**config.mk**
```make
export PLATFORM = sky130hd
export DESIGN_NAME = ntt_test_port
export DESIGN_NICKNAME = d
export VERILOG_FILES = /design/src/ntt_pkg.sv /design/src/ntt_chain_if.sv /design/src/ntt_tree_chain.sv /design/src/ntt_test_port.sv
export VERILOG_INCLUDE_DIRS = /design/src
export SDC_FILE = /design/constraint.sdc
export NUM_CORES = 1
export LEC_CHECK = 0
export BUFFER_PORTS_ARGS = -buffer_cell sky130_fd_sc_hd__buf_2
export CAP_MARGIN = 5
export CORE_AREA = 2 2 156 158
export DETAILED_ROUTE_END_ITERATION = 10
export DIE_AREA = 0 0 158 160
export PLACE_DENSITY = 0.56
export SLEW_MARGIN = 15
export SYNTH_ARGS = -nofsm -noshare
export SYNTH_HDL_FRONTEND = slang
export SYNTH_SLANG_ARGS = --single-unit
```
**constraint.sdc**
```tcl
create_clock -name pclk -period 52.8 [get_ports pclk]
set_input_delay 10.56 -clock pclk [delete_from_list [all_inputs] [get_ports pclk]]
set_output_delay 10.56 -clock pclk [all_outputs]
set_load 0.03 [all_outputs]
```
**src/ntt_params.svh**
```systemverilog
// Constants for the tree test port: strap codes, chain sizes, timing, map
`ifndef NTT_PARAMS_SVH
`define NTT_PARAMS_SVH

// ---------------------------------------------------------------------
// Strap codes
// ---------------------------------------------------------------------
`define NTT_OPSEL_TEST       3'h7
`define NTT_OPSEL_RMII       3'h1
`define NTT_OPSEL_SMII       3'h2
`define NTT_STROBE_TEST      1'h0
`define NTT_NAND_SEL_A       1'h0
`define NTT_NAND_SEL_B       1'h1
`define NTT_XNOR_SEL_A       1'h1
`define NTT_XNOR_SEL_B       1'h0

// ---------------------------------------------------------------------
// Chain sizes and timing
// ---------------------------------------------------------------------
`define NTT_CHAIN1_LEN       52
`define NTT_CHAIN2_LEN       49
`define NTT_TREE_DELAY_NS    20
`define NTT_CLK_PERIOD_NS    8
`define NTT_SETTLE_CYC       ((`NTT_TREE_DELAY_NS / `NTT_CLK_PERIOD_NS) \
                              < 1 ? 1 : \
                              (`NTT_TREE_DELAY_NS / `NTT_CLK_PERIOD_NS))

// ---------------------------------------------------------------------
// Register map (byte addresses) and fields
// ---------------------------------------------------------------------
`define NTT_ADDR_W           12
`define NTT_REG_STATUS       12'h000
`define NTT_REG_CTRL         12'h004
`define NTT_REG_TOGGLES      12'h008
`define NTT_CTRL_RESET       32'h0000_0000
`define NTT_ST_OPSEL_LSB     0
`define NTT_ST_STROBE        3
`define NTT_ST_SEL_A         4
`define NTT_ST_SEL_B         5
`define NTT_ST_NAND          6
`define NTT_ST_XNOR          7
`define NTT_ST_RESERVED      8
`define NTT_ST_VALID         9
`define NTT_ST_CAP1          10
`define NTT_ST_CAP2          11
`define NTT_CTRL_OBSERVE     0
`define NTT_TOG_W            16

`endif

```
**src/ntt_pkg.sv**
```systemverilog
// Types shared by the tree test port modules
package ntt_pkg;

   typedef enum logic [2:0]
   {
      MODE_UNKNOWN  = 3'b000,
      MODE_RMII     = 3'b001,
      MODE_SMII     = 3'b010,
      MODE_NAND     = 3'b011,
      MODE_XNOR     = 3'b100,
      MODE_RESERVED = 3'b101
   } ntt_mode_t;

   typedef enum logic [1:0]
   {
      ST_FILL0 = 2'b00,
      ST_FILL1 = 2'b01,
      ST_RUN   = 2'b10
   } ntt_strap_state_t;

endpackage

```
**src/ntt_chain_if.sv**
```systemverilog
// Connection between the port control and one tree chain
interface ntt_chain_if #(parameter int N = 52);
   logic [N-1:0] pads;
   logic         start;
   logic         xnor_sel;
   logic         enable;
   logic         result;

   modport src
   (
      output pads,
      output start,
      output xnor_sel,
      output enable,
      input  result
   );

   modport tree
   (
      input  pads,
      input  start,
      input  xnor_sel,
      input  enable,
      output result
   );
endinterface

```
**src/ntt_tree_chain.sv**
```systemverilog
// One asynchronous NAND or XNOR cascade over the periphery input buffers
module ntt_tree_chain #(parameter int N = 52)
(
   // Chain connection
   ntt_chain_if.tree bus
);

   logic [N:0] stage;

   // ------------------------------------------------------------------
   // Stage function
   // ------------------------------------------------------------------
   function automatic logic tree_cell(input logic prev,
                                      input logic pad,
                                      input logic xnor_sel);
      tree_cell = xnor_sel ? ~(prev ^ pad) : ~(prev & pad);
   endfunction

   // ------------------------------------------------------------------
   // Cascade, position one farthest from the output
   // ------------------------------------------------------------------
   assign stage[0] = bus.start;

   for (genvar i = 0; i < N; i++)
   begin : g_stage
      // Each stage folds in exactly one pad
      assign stage[i+1] = tree_cell(stage[i], bus.pads[i],
                                    bus.xnor_sel);
   end

   // No clock on this path; idle low when no tree test is latched
   assign bus.result = bus.enable ? stage[N] : 1'b0;

endmodule

```
**src/ntt_test_port.sv**
```systemverilog
// Test port control: strap latch, tree chains, pad tri-state, APB status
//
// Contract
// - Operating-select 111 selects manufacturing test, not a system mode.
// - Select 111, strobe 0, A 0, B 1 at reset gives NAND tree.
// - Select 111, strobe 0, A 1, B 0 at reset gives XNOR tree.
// - Chain input toggle reaches chain output in about 20 ns.
// - In tree test all pads tri-state except straps and chain outputs.
// - Tree test cascades input buffers through NAND or XNOR gates.
// - Two independent chains, each with own input and output pin.
// - Position one farthest from output; chains of 52 and 49.
// - Tree outputs follow inputs combinationally, no clock involved.
//
// The APB interface to the registers and the register offsets were left to the implementer.
`include "ntt_params.svh"

module ntt_test_port #(
   parameter int C1_LEN = `NTT_CHAIN1_LEN,
   parameter int C2_LEN = `NTT_CHAIN2_LEN
)
(
   // Clock and reset
   input  wire logic                   pclk,
   input  wire logic                   presetn,
   // APB slave
   input  wire logic                   psel,
   input  wire logic                   penable,
   input  wire logic                   pwrite,
   input  wire logic [`NTT_ADDR_W-1:0] paddr,
   input  wire logic [31:0]            pwdata,
   output logic      [31:0]            prdata,
   output logic                        pready,
   output logic                        pslverr,
   // Strap pins
   input  wire logic [2:0]             op_select_pin,
   input  wire logic                   test_strobe_pin,
   input  wire logic                   tree_select_a,
   input  wire logic                   tree_select_b,
   // Chain input pins and their normal-mode drive enables
   input  wire logic                   chain_one_input_pin,
   input  wire logic                   chain_two_input_pin,
   input  wire logic [1:0]             core_input_pin_oe,
   output logic      [1:0]             input_pin_oe,
   // Periphery input buffers and pad enables
   input  wire logic [C1_LEN-1:0]      chain_one_pad_in,
   input  wire logic [C2_LEN-1:0]      chain_two_pad_in,
   input  wire logic [C1_LEN-1:0]      core_chain_one_oe,
   input  wire logic [C2_LEN-1:0]      core_chain_two_oe,
   output logic      [C1_LEN-1:0]      chain_one_pad_oe,
   output logic      [C2_LEN-1:0]      chain_two_pad_oe,
   // Chain output pins
   input  wire logic                   core_irq_n,
   input  wire logic                   core_irq_oe,
   output logic                        chain_one_output_pin,
   output logic                        chain_one_output_oe,
   output logic                        chain_two_output_pin,
   output logic                        chain_two_output_oe,
   // Status
   output logic                        test_mode_active
);

   localparam int SETTLE = `NTT_SETTLE_CYC;

   // ------------------------------------------------------------------
   // Strap decode
   // ------------------------------------------------------------------
   function automatic ntt_pkg::ntt_mode_t decode_mode(
      input logic [2:0] opsel,
      input logic       strobe,
      input logic       sel_a,
      input logic       sel_b);
      ntt_pkg::ntt_mode_t m;
      m = ntt_pkg::MODE_RESERVED;
      if (opsel == `NTT_OPSEL_RMII)
         m = ntt_pkg::MODE_RMII;
      else if (opsel == `NTT_OPSEL_SMII)
         m = ntt_pkg::MODE_SMII;
      else if (opsel == `NTT_OPSEL_TEST && strobe == `NTT_STROBE_TEST)
      begin
         if (sel_a == `NTT_NAND_SEL_A && sel_b == `NTT_NAND_SEL_B)
            m = ntt_pkg::MODE_NAND;
         else if (sel_a == `NTT_XNOR_SEL_A && sel_b == `NTT_XNOR_SEL_B)
            m = ntt_pkg::MODE_XNOR;
      end
      // Anything else is reserved and never enters a tree test
      decode_mode = m;
   endfunction

   // ------------------------------------------------------------------
   // Strap synchronisers and latch at reset release
   // ------------------------------------------------------------------
   logic [5:0]                 strap_s1_r;
   logic [5:0]                 strap_s2_r;
   logic [5:0]                 strap_r;
   ntt_pkg::ntt_mode_t         mode_r;
   ntt_pkg::ntt_strap_state_t  sstate_r;
   ntt_pkg::ntt_strap_state_t  sstate_nxt;
   logic                       tree_on;
   logic                       xnor_on;
   logic                       taken_r;

   always_ff @(posedge pclk or negedge presetn)
   begin
      if (!presetn)
      begin
         strap_s1_r <= 6'h00;
         strap_s2_r <= 6'h00;
      end
      else
      begin
         strap_s1_r <= {tree_select_b, tree_select_a, test_strobe_pin,
                        op_select_pin};
         strap_s2_r <= strap_s1_r;
      end
   end

   always_comb
   begin
      case (sstate_r)
         ntt_pkg::ST_FILL0: sstate_nxt = ntt_pkg::ST_FILL1;
         ntt_pkg::ST_FILL1: sstate_nxt = ntt_pkg::ST_RUN;
         ntt_pkg::ST_RUN:   sstate_nxt = ntt_pkg::ST_RUN;
         default:           sstate_nxt = ntt_pkg::ST_FILL0;
      endcase
   end

   always_ff @(posedge pclk or negedge presetn)
   begin
      if (!presetn)
         sstate_r <= ntt_pkg::ST_FILL0;
      else
         sstate_r <= sstate_nxt;
   end

   // Straps are taken once, after both synchroniser stages hold pin values
   always_ff @(posedge pclk or negedge presetn)
   begin
      if (!presetn)
      begin
         strap_r <= 6'h00;
         mode_r  <= ntt_pkg::MODE_UNKNOWN;
         taken_r <= 1'b0;
      end
      else if (sstate_r == ntt_pkg::ST_RUN && !taken_r)
      begin
         strap_r <= strap_s2_r;
         mode_r  <= decode_mode(strap_s2_r[2:0], strap_s2_r[3],
                                strap_s2_r[4], strap_s2_r[5]);
         taken_r <= 1'b1;
      end
   end

   assign tree_on = (mode_r == ntt_pkg::MODE_NAND) ||
                    (mode_r == ntt_pkg::MODE_XNOR);
   assign xnor_on = (mode_r == ntt_pkg::MODE_XNOR);
   assign test_mode_active = tree_on;

   // ------------------------------------------------------------------
   // Tree chains
   // ------------------------------------------------------------------
   ntt_chain_if #(.N(C1_LEN)) c1_bus ();
   ntt_chain_if #(.N(C2_LEN)) c2_bus ();

   // Two separate cascades, pad index 0 is chain position one
   assign c1_bus.pads     = chain_one_pad_in;
   assign c1_bus.start    = chain_one_input_pin;
   assign c1_bus.xnor_sel = xnor_on;
   assign c1_bus.enable   = tree_on;
   assign c2_bus.pads     = chain_two_pad_in;
   assign c2_bus.start    = chain_two_input_pin;
   assign c2_bus.xnor_sel = xnor_on;
   assign c2_bus.enable   = tree_on;

   ntt_tree_chain #(.N(C1_LEN)) u_chain_one
   (
      .bus (c1_bus.tree)
   );

   ntt_tree_chain #(.N(C2_LEN)) u_chain_two
   (
      .bus (c2_bus.tree)
   );

   // ------------------------------------------------------------------
   // Pad control
   // ------------------------------------------------------------------
   // Combinational on purpose: a register would add clock dependence
   assign chain_one_pad_oe = tree_on ? '0 : core_chain_one_oe;
   assign chain_two_pad_oe = tree_on ? '0 : core_chain_two_oe;
   assign input_pin_oe     = tree_on ? 2'h0 : core_input_pin_oe;

   assign chain_one_output_pin = tree_on ? c1_bus.result
                                         : core_irq_n;
   assign chain_one_output_oe  = tree_on | core_irq_oe;
   assign chain_two_output_pin = c2_bus.result;
   assign chain_two_output_oe  = tree_on;

   // ------------------------------------------------------------------
   // Observation of chain activity
   // ------------------------------------------------------------------
   logic [3:0]            obs_s1_r;
   logic [3:0]            obs_s2_r;
   logic [1:0]            in_last_r;
   logic [1:0]            cap_r;
   logic [7:0]            settle_r;
   logic                  observe_r;
   logic [`NTT_TOG_W-1:0] toggles_r;

   always_ff @(posedge pclk or negedge presetn)
   begin
      if (!presetn)
      begin
         obs_s1_r <= 4'h0;
         obs_s2_r <= 4'h0;
      end
      else
      begin
         obs_s1_r <= {chain_two_input_pin, chain_one_input_pin,
                      c2_bus.result, c1_bus.result};
         obs_s2_r <= obs_s1_r;
      end
   end

   always_ff @(posedge pclk or negedge presetn)
   begin
      if (!presetn)
         in_last_r <= 2'h0;
      else
         in_last_r <= obs_s2_r[3:2];
   end

   // Wait out the tree delay after an input edge before capturing
   always_ff @(posedge pclk or negedge presetn)
   begin
      if (!presetn)
         settle_r <= 8'h00;
      else if (observe_r && (obs_s2_r[3:2] != in_last_r))
         settle_r <= 8'(SETTLE);
      else if (settle_r != 8'h00)
         settle_r <= settle_r - 8'h01;
   end

   always_ff @(posedge pclk or negedge presetn)
   begin
      if (!presetn)
         cap_r <= 2'h0;
      else if (observe_r && settle_r == 8'h01)
         cap_r <= obs_s2_r[1:0];
   end

   always_ff @(posedge pclk or negedge presetn)
   begin
      if (!presetn)
         toggles_r <= '0;
      else if (observe_r && settle_r == 8'h01 && obs_s2_r[1:0] != cap_r)
         toggles_r <= toggles_r + `NTT_TOG_W'(1);
   end

   // ------------------------------------------------------------------
   // APB slave
   // ------------------------------------------------------------------
   logic        setup;
   logic        wr_acc;
   logic        hit;
   logic [31:0] status;

   assign setup  = psel & ~penable;
   assign wr_acc = psel & penable & pwrite;
   assign hit    = (paddr == `NTT_REG_STATUS) ||
                   (paddr == `NTT_REG_CTRL)   ||
                   (paddr == `NTT_REG_TOGGLES);
   // Zero wait states; errors only on unmapped addresses
   assign pready  = 1'b1;
   assign pslverr = psel & penable & ~hit;

   always_comb
   begin
      status = 32'h0000_0000;
      status[`NTT_ST_OPSEL_LSB +: 3] = strap_r[2:0];
      status[`NTT_ST_STROBE]   = strap_r[3];
      status[`NTT_ST_SEL_A]    = strap_r[4];
      status[`NTT_ST_SEL_B]    = strap_r[5];
      status[`NTT_ST_NAND]     = (mode_r == ntt_pkg::MODE_NAND);
      status[`NTT_ST_XNOR]     = (mode_r == ntt_pkg::MODE_XNOR);
      status[`NTT_ST_RESERVED] = (mode_r == ntt_pkg::MODE_RESERVED);
      status[`NTT_ST_VALID]    = taken_r;
      status[`NTT_ST_CAP1]     = cap_r[0];
      status[`NTT_ST_CAP2]     = cap_r[1];
   end

   always_ff @(posedge pclk or negedge presetn)
   begin
      if (!presetn)
         observe_r <= 1'(`NTT_CTRL_RESET);
      else if (wr_acc && paddr == `NTT_REG_CTRL)
         observe_r <= pwdata[`NTT_CTRL_OBSERVE];
   end

   // Read data is loaded in the setup cycle so it comes from a flop
   always_ff @(posedge pclk or negedge presetn)
   begin
      if (!presetn)
         prdata <= 32'h0000_0000;
      else if (setup && !pwrite)
      begin
         case (paddr)
            `NTT_REG_STATUS:  prdata <= status;
            `NTT_REG_CTRL:    prdata <= {31'h0000_0000, observe_r};
            `NTT_REG_TOGGLES: prdata <= 32'(toggles_r);
            default:          prdata <= 32'h0000_0000;
         endcase
      end
   end

endmodule

```
Word level (Yosys, flattened, before mapping)
Cells that the tools add are included.
{ "totals": {"register_bits": 93, "input_bits": 263, "output_inout_bits": 142, "word_cells": 578} }
{ "op_classes": {"add_sub_neg": 2, "eq_ne": 13, "n_mux": 116, "bitwise": 414, "n_reduce_logical": 19} }
{ "op_table": {"columns": ["op", "n"], "rows": [
  ["$not A1 Y1", 207],
  ["$and A1 B1 Y1", 105],
  ["$mux W1", 105],
  ["$xor A1 B1 Y1", 101],
  ["$mux W52", 1],
  ["$mux W49", 1],
  ["$pmux W16 S3", 1],
  ["$add A16 B1 Y16 const B", 1],
  ["$mux W8", 2],
  ["$eq A12 B3 Y1 const B", 1],
  ["$eq A12 B4 Y1 const B", 1],
  ["$logic_not A12 Y1", 1],
  ["$mux W3", 4],
  ["$eq A3 B3 Y1 const B", 3],
  ["$logic_and A1 B1 Y1", 9],
  ["$eq A8 B1 Y1 const B", 1],
  ["$reduce_bool A8 Y1", 1],
  ["$sub A8 B1 Y8 const B", 1],
  ["$eq A3 B2 Y1 const B", 2],
  ["$ne A2 B2 Y1", 2],
  ["$pmux W2 S2", 1],
  ["$eq A3 B1 Y1 const B", 1],
  ["$logic_or A1 B1 Y1", 3],
  ["$eq A2 B1 Y1 const B", 1],
  ["7 further kinds", 8]
]} }

Depth between registers and ports, before layout
{ "logic_depth": {"ltp_word": 158, "ltp_mapped": 109} }

Cells and area by module
A second synthesis with hierarchy kept.
{ "hier_totals": {"hier_cells": 640, "hier_area_um2": 6602.6} }
{ "by_module_without_submodules": {"columns": ["module", "n_inst", "cells_per_inst", "area_per_inst_um2", "seq_area_each_um2"], "rows": [
  ["ntt_test_port", 1, 424, 4172.8, 1926.8],
  ["ntt_tree_chain at u_chain_one", 1, 111, 1263.7, 0.0],
  ["ntt_tree_chain at u_chain_two", 1, 105, 1166.1, 0.0]
]} }

Worst setup path after synthesis
OpenSTA, ideal clock, no wires.
{ "synth_timing": {"path_type": "input-to-output", "startpoint": "input chain_one_input_pin", "endpoint": "output chain_one_output_pin", "t_arrival_ns": 30.254, "path_slack_ns": 11.986, "stages": 106, "n_path_buf": 0, "path_cell_list": "ha_1 > mux2i_1 > ha_1 > mux2i_1 > ha_1 > mux2i_1 > ha_1 > mux2i_1 > ha_1 > mux2i_1 > ha_1 > mux2i_1 > ha_1 > mux2i_1 > ha_1 > mux2i_1 > ha_1 > mux2i_1 > (+70 left out) > ha_1 > mux2i_1 > ha_1 > mux2i_1 > ha_1 > mux2i_1 > ha_1 > mux2i_1 > ha_1 > mux2i_1 > ha_1 > mux2i_1 > ha_1 > mux2i_1 > ha_1 > nand2_1 > o21ai_0 > a221oi_1"} }
{ "synth_via": {"elab_chain_cells": 158} }
{ "synth_rtl": {"columns": ["item", "line", "text"], "rows": [
  ["start: declaration", "ntt_test_port.sv:40", "input wire logic chain_one_input_pin,"],
  ["$and A1 B1 Y1 / $xor A1 B1 Y1 (equally long branches)", "ntt_tree_chain.sv:16", "tree_cell = xnor_sel ? ~(prev ^ pad) : ~(prev & pad);"],
  ["$not A1 Y1", "ntt_tree_chain.sv:16", null],
  ["$mux W1 (*)", "ntt_tree_chain.sv:16", null],
  ["$and A1 B1 Y1 / $xor A1 B1 Y1 (equally long branches)", "ntt_tree_chain.sv:16", null],
  ["$not A1 Y1", "ntt_tree_chain.sv:16", null],
  ["$mux W1 (*)", "ntt_tree_chain.sv:16", null],
  ["$and A1 B1 Y1 / $xor A1 B1 Y1 (equally long branches)", "ntt_tree_chain.sv:16", null],
  ["$not A1 Y1", "ntt_tree_chain.sv:16", null],
  ["(+142 left out)", null, null],
  ["$and A1 B1 Y1 / $xor A1 B1 Y1 (equally long branches)", "ntt_tree_chain.sv:16", null],
  ["$not A1 Y1", "ntt_tree_chain.sv:16", null],
  ["$mux W1 (*)", "ntt_tree_chain.sv:16", null],
  ["$and A1 B1 Y1 / $xor A1 B1 Y1 (equally long branches)", "ntt_tree_chain.sv:16", null],
  ["$not A1 Y1", "ntt_tree_chain.sv:16", null],
  ["$mux W1 (*)", "ntt_tree_chain.sv:16", null],
  ["$mux W1 (*)", "ntt_tree_chain.sv:32", "assign bus.result = bus.enable ? stage[N] : 1'b0;"],
  ["$mux W1 (*)", "ntt_test_port.sv:192", "assign chain_one_output_pin = tree_on ? c1_bus.result"],
  ["end: declaration", "ntt_test_port.sv:54", "output logic chain_one_output_pin,"]
]} }
Mark *: on every way between the ends. The rest lies on a longest branch, timed or not.

Final worst setup path
Same ends and word-level chain as after synthesis.

==> flow_metrics.py <==
metrics = {
    "run_status": {
        "status": "complete, no violations",
    },
    "placed_design": {
        "dpl-instance-area_mm2": 0.00842,
        "portBuffers": 356,
        "gp_routability_congestion": 0.759,
        "dp_hpwl_um": 15600,
    },
    "global_route": {
        "antenna_found_initial": 7,
        "gr-total-overflow": 0,
        "grtUsageTotal_pct": 14.8,
        "grt_max_degree": 107,
        "grt_pass1_vias": 5368,
        "grt_pass1_wl_um": 29500,
    },
    "synthesis": {
        "synth.area.top_cells": "dfrtp_1 (30%), ha_1 (21%), mux2i_1 (17%)",
        "seq_area_frac_synth_pct": 30.0,
        "ys_warn_count": 0,
        "yosysUniqueCellTypes": 48,
        "syn_area_mm2": 0.00643,
        "yosys.area.top_type": "dfrtp_1",
        "synthCells": 644,
        "synth_top_area_share_pct": 30.0,
        "synth.most_common_cell": "mux2i_1",
        "synth-seq-cells": 77,
        "ys_top_cells_by_count": "mux2i_1 (110), ha_1 (106), and3_1 (105)",
        "ys.flop_type": "dfrtp_1",
        "async_flop_share_pct": 100,
        "synth_edf_count": 0,
        "avgSynthCellArea_um2": 9.98,
    },
    "finish": {
        "post_route_cells_drive_above_1_share_pct": 39.8,
        "num-fill-cells": 2495,
        "regArea_mm2": 0.00193,
        "multi_input_area_mm2": 0.00423,
        "fin_nets": 1342,
        "design_area_mm2": 0.00875,
        "synthToLayoutAreaGrowth_pct": 36.2,
    },
    "pwr": {
        "p_seq_share_pct": 33.0,
        "p_switching_mw": 0.0702,
        "p_int_mw": 0.137,
        "swShare_pct": 33.8,
        "pwr-share-clk_pct": 32.6,
        "vdd_ir_drop_max_mv": 0.0199,
        "power.share.combinational_pct": 34.4,
        "p_per_area_mw_per_mm2": 23.7,
        "power.total_mw": 0.208,
        "p_leak_nw": 4.59,
    },
    "die": {
        "die_h_um": 160,
        "die_w_um": 158,
        "die-area_mm2": 0.0253,
        "initial_core_util_pct": 27.0,
        "core.rowCount": 57,
        "pin_count": 405,
        "core_area_mm2": 0.0238,
    },
    "sta": {
        "tightest_slew_ns": 0.957,
        "fin_setup_tns_ns": 0,
        "fin_crit_sh_pct": 80.9,
        "rsz0062_at_grt": "no",
        "fin_skew_ns": 0.00749,
        "period_minus_slack_ns": 42.72,
        "setup_viol": 0,
        "slew_viol_final": 0,
        "finalHoldViolations": 0,
        "max_freq_mhz": 23.4,
        "slew_headroom_pct": 36.2,
    },
    "flow_run": {
        "maxCapViolCount": 0,
    },
    "clock_tree": {
        "cts_tree": "yes",
        "clock_sinks": 77,
        "clkTransAtPathRegs_ns": 0.06,
        "root_buffer": "clkbuf_16",
        "clock_latency_ns": 0.33,
        "holdBufCountCts": 0,
        "cts_max_level": 3,
        "cts_buffers": 9,
        "post_cts_buffers": 0,
        "cts_resized": 0,
        "cts.path.max_buffers": 2,
    },
    "setup_path": {
        "slowest_stage": "a221oi_1",
        "start_kind": "input pin",
        "required_ns": 42.24,
        "cpPeakStageDelay_ns": 0.43,
        "crit_type": "in2out",
        "worst_setup_path_end_kind": "primary output",
        "arrival_ns": 32.16,
        "crit_path_frequent_cell": "ha_1",
        "r2r_slack_ns": 30.98,
        "worstPathMaxFanout": 2,
    },
    "worst_hold_path": {
        "hold_path_class": "reg2reg",
    },
    "routing": {
        "via_count": 5913,
        "wl_per_cell_um": 15.0,
        "viasPerCell": 4.54,
        "ant_nets": 0,
        "drtIter0Drc": 288,
        "drt_pass1_iterations": 4,
        "drcViolationCount": 0,
        "routed_wirelength_um": 19600,
    },
}
state kept, by name (all words and copies together), names as in the netlist:
signal / cells
cap_r: 2
prdata: 16
strap_r: 6
taken_r: 1
in_last_r: 2
toggles_r: 16
obs_s1_r: 4
obs_s2_r: 4
settle_r: 8
mode_r: 3
strap_s1_r: 6
sstate_r: 2
strap_s2_r: 6
observe_r: 1
cell type report:
| cell class | instances | area share (%) |
|---|---|---|
| multi-input combinational | 515 | 48.3 |
| sequential | 77 | 22.0 |
| timing repair buffer | 361 | 20.8 |
| tap | 324 | 4.63 |
| clock buffer | 11 | 2.89 |
| clock inverter | 5 | 0.943 |
| inverter | 9 | 0.386 |
| antenna | 1 | 0.0286 |
layout by cell type, fill, tap and decap left out, types with 2 or more instances in the layout:
| cell type | instances |
|---|---|
| a21oi_1 | 8 |
| a22o_1 | 4 |
| and3_1 | 105 |
| and4_1 | 4 |
| buf_2 | 356 |
| buf_4 | 5 |
| bufinv_16 | 2 |
| clkbuf_16 | 9 |
| clkbuf_8 | 2 |
| clkinvlp_4 | 3 |
| conb_1 | 17 |
| dfrtp_1 | 77 |
| ha_1 | 106 |
| inv_1 | 9 |
| mux2_2 | 4 |
| mux2i_1 | 110 |
| nand2_1 | 44 |
| nand2b_1 | 3 |
| nand3_1 | 5 |
| nand3b_1 | 3 |
| nand4_1 | 6 |
| nor2_1 | 18 |
| nor3_1 | 2 |
| nor3_2 | 2 |
| nor3b_1 | 2 |
| nor4_1 | 6 |
| nor4b_1 | 2 |
| o211ai_1 | 2 |
| o21ai_0 | 15 |
| o22ai_1 | 2 |
| o31ai_1 | 2 |
| or2_2 | 2 |
| xnor2_1 | 15 |
| xor2_1 | 8 |
power by group through the flow:
stage	Combinational [mW]	Clock (mW)	Sequential (mW)
final	0.0715	0.0677	0.0684
after global routing	0.0801	0.0732	0.0692
after CTS	0.0725	0.0699	0.0684
after detailed placement	0.0718	0	0.0694
after global placement	0.0709	0	0.0692
after floorplan	0.0498	0	0.0681
per-layer routing:
layer  up-vias  GRT usage (%)  wire, um
met5         -              0        92
met4        14           1.72        95
met3        18           5.32      1880
met2       243           21.8      8260
met1      2661           21.5      9240
li1       2977              -         -
worst max-delay path, delay by kind of cell:
kind / cells / cell delay [ns]
muxes: 51 / 7.49
buffers and inverters: 2 / 0.42
adders and majority gates: 52 / 13.13
and+or+nand+nor: 1 / 0.07
AOI/OAI and AO/OA: 2 / 0.51
path summary, 6_finish.rpt:
check / from / to / cells after the start
worst max-delay path: chain_one_input_pin / chain_one_output_pin / 108
worst min-delay path: strap_s1_r[1] / strap_s2_r[1] / 0
worst max register to register: mode_r[1] / obs_s1_r[0] / 101
worst min register to register: strap_s1_r[1] / strap_s2_r[1] / 0
max in group asynchronous: presetn / toggles_r[6] / 2
min in group asynchronous: presetn / prdata[12] / 2
cells by family (layout without fill, tap and decap cells):
family                     Yosys count  in the layout  share of synthesized area [%]
and+or+nand+nor                    212            212                           18.7
muxes                              114            114                           17.8
adders and majority gates          106            106                           20.6
DFF                                 77             77                           30.0
buffers and inverters               67            386                           5.18
AOI/OAI and AO/OA                   43             43                           4.50
xor gates and xnor gates            23             23                           3.13
other                                2             18                          0.117
through the flow:
| step | hold WS (ns) | instances | setup slack (ns) | utilization [%] |
|---|---|---|---|---|
| 6_report | 0.348 | 1303 | 10.08 | 36.8 |
| 3_5_place_dp | 0.335 | 1286 | 9.94 | 35.3 |
| 5_1_grt | 0.351 | 1302 | 8.09 | 36.7 |
| 2_1_floorplan | 0.331 | 659 | 11.99 | - |
| 3_3_place_gp | 0.332 | 1286 | 10.06 | 35.3 |
| 4_1_cts | 0.348 | 1302 | 9.80 | 36.7 |
No activity file was read; power rests on OpenSTA's default activity.
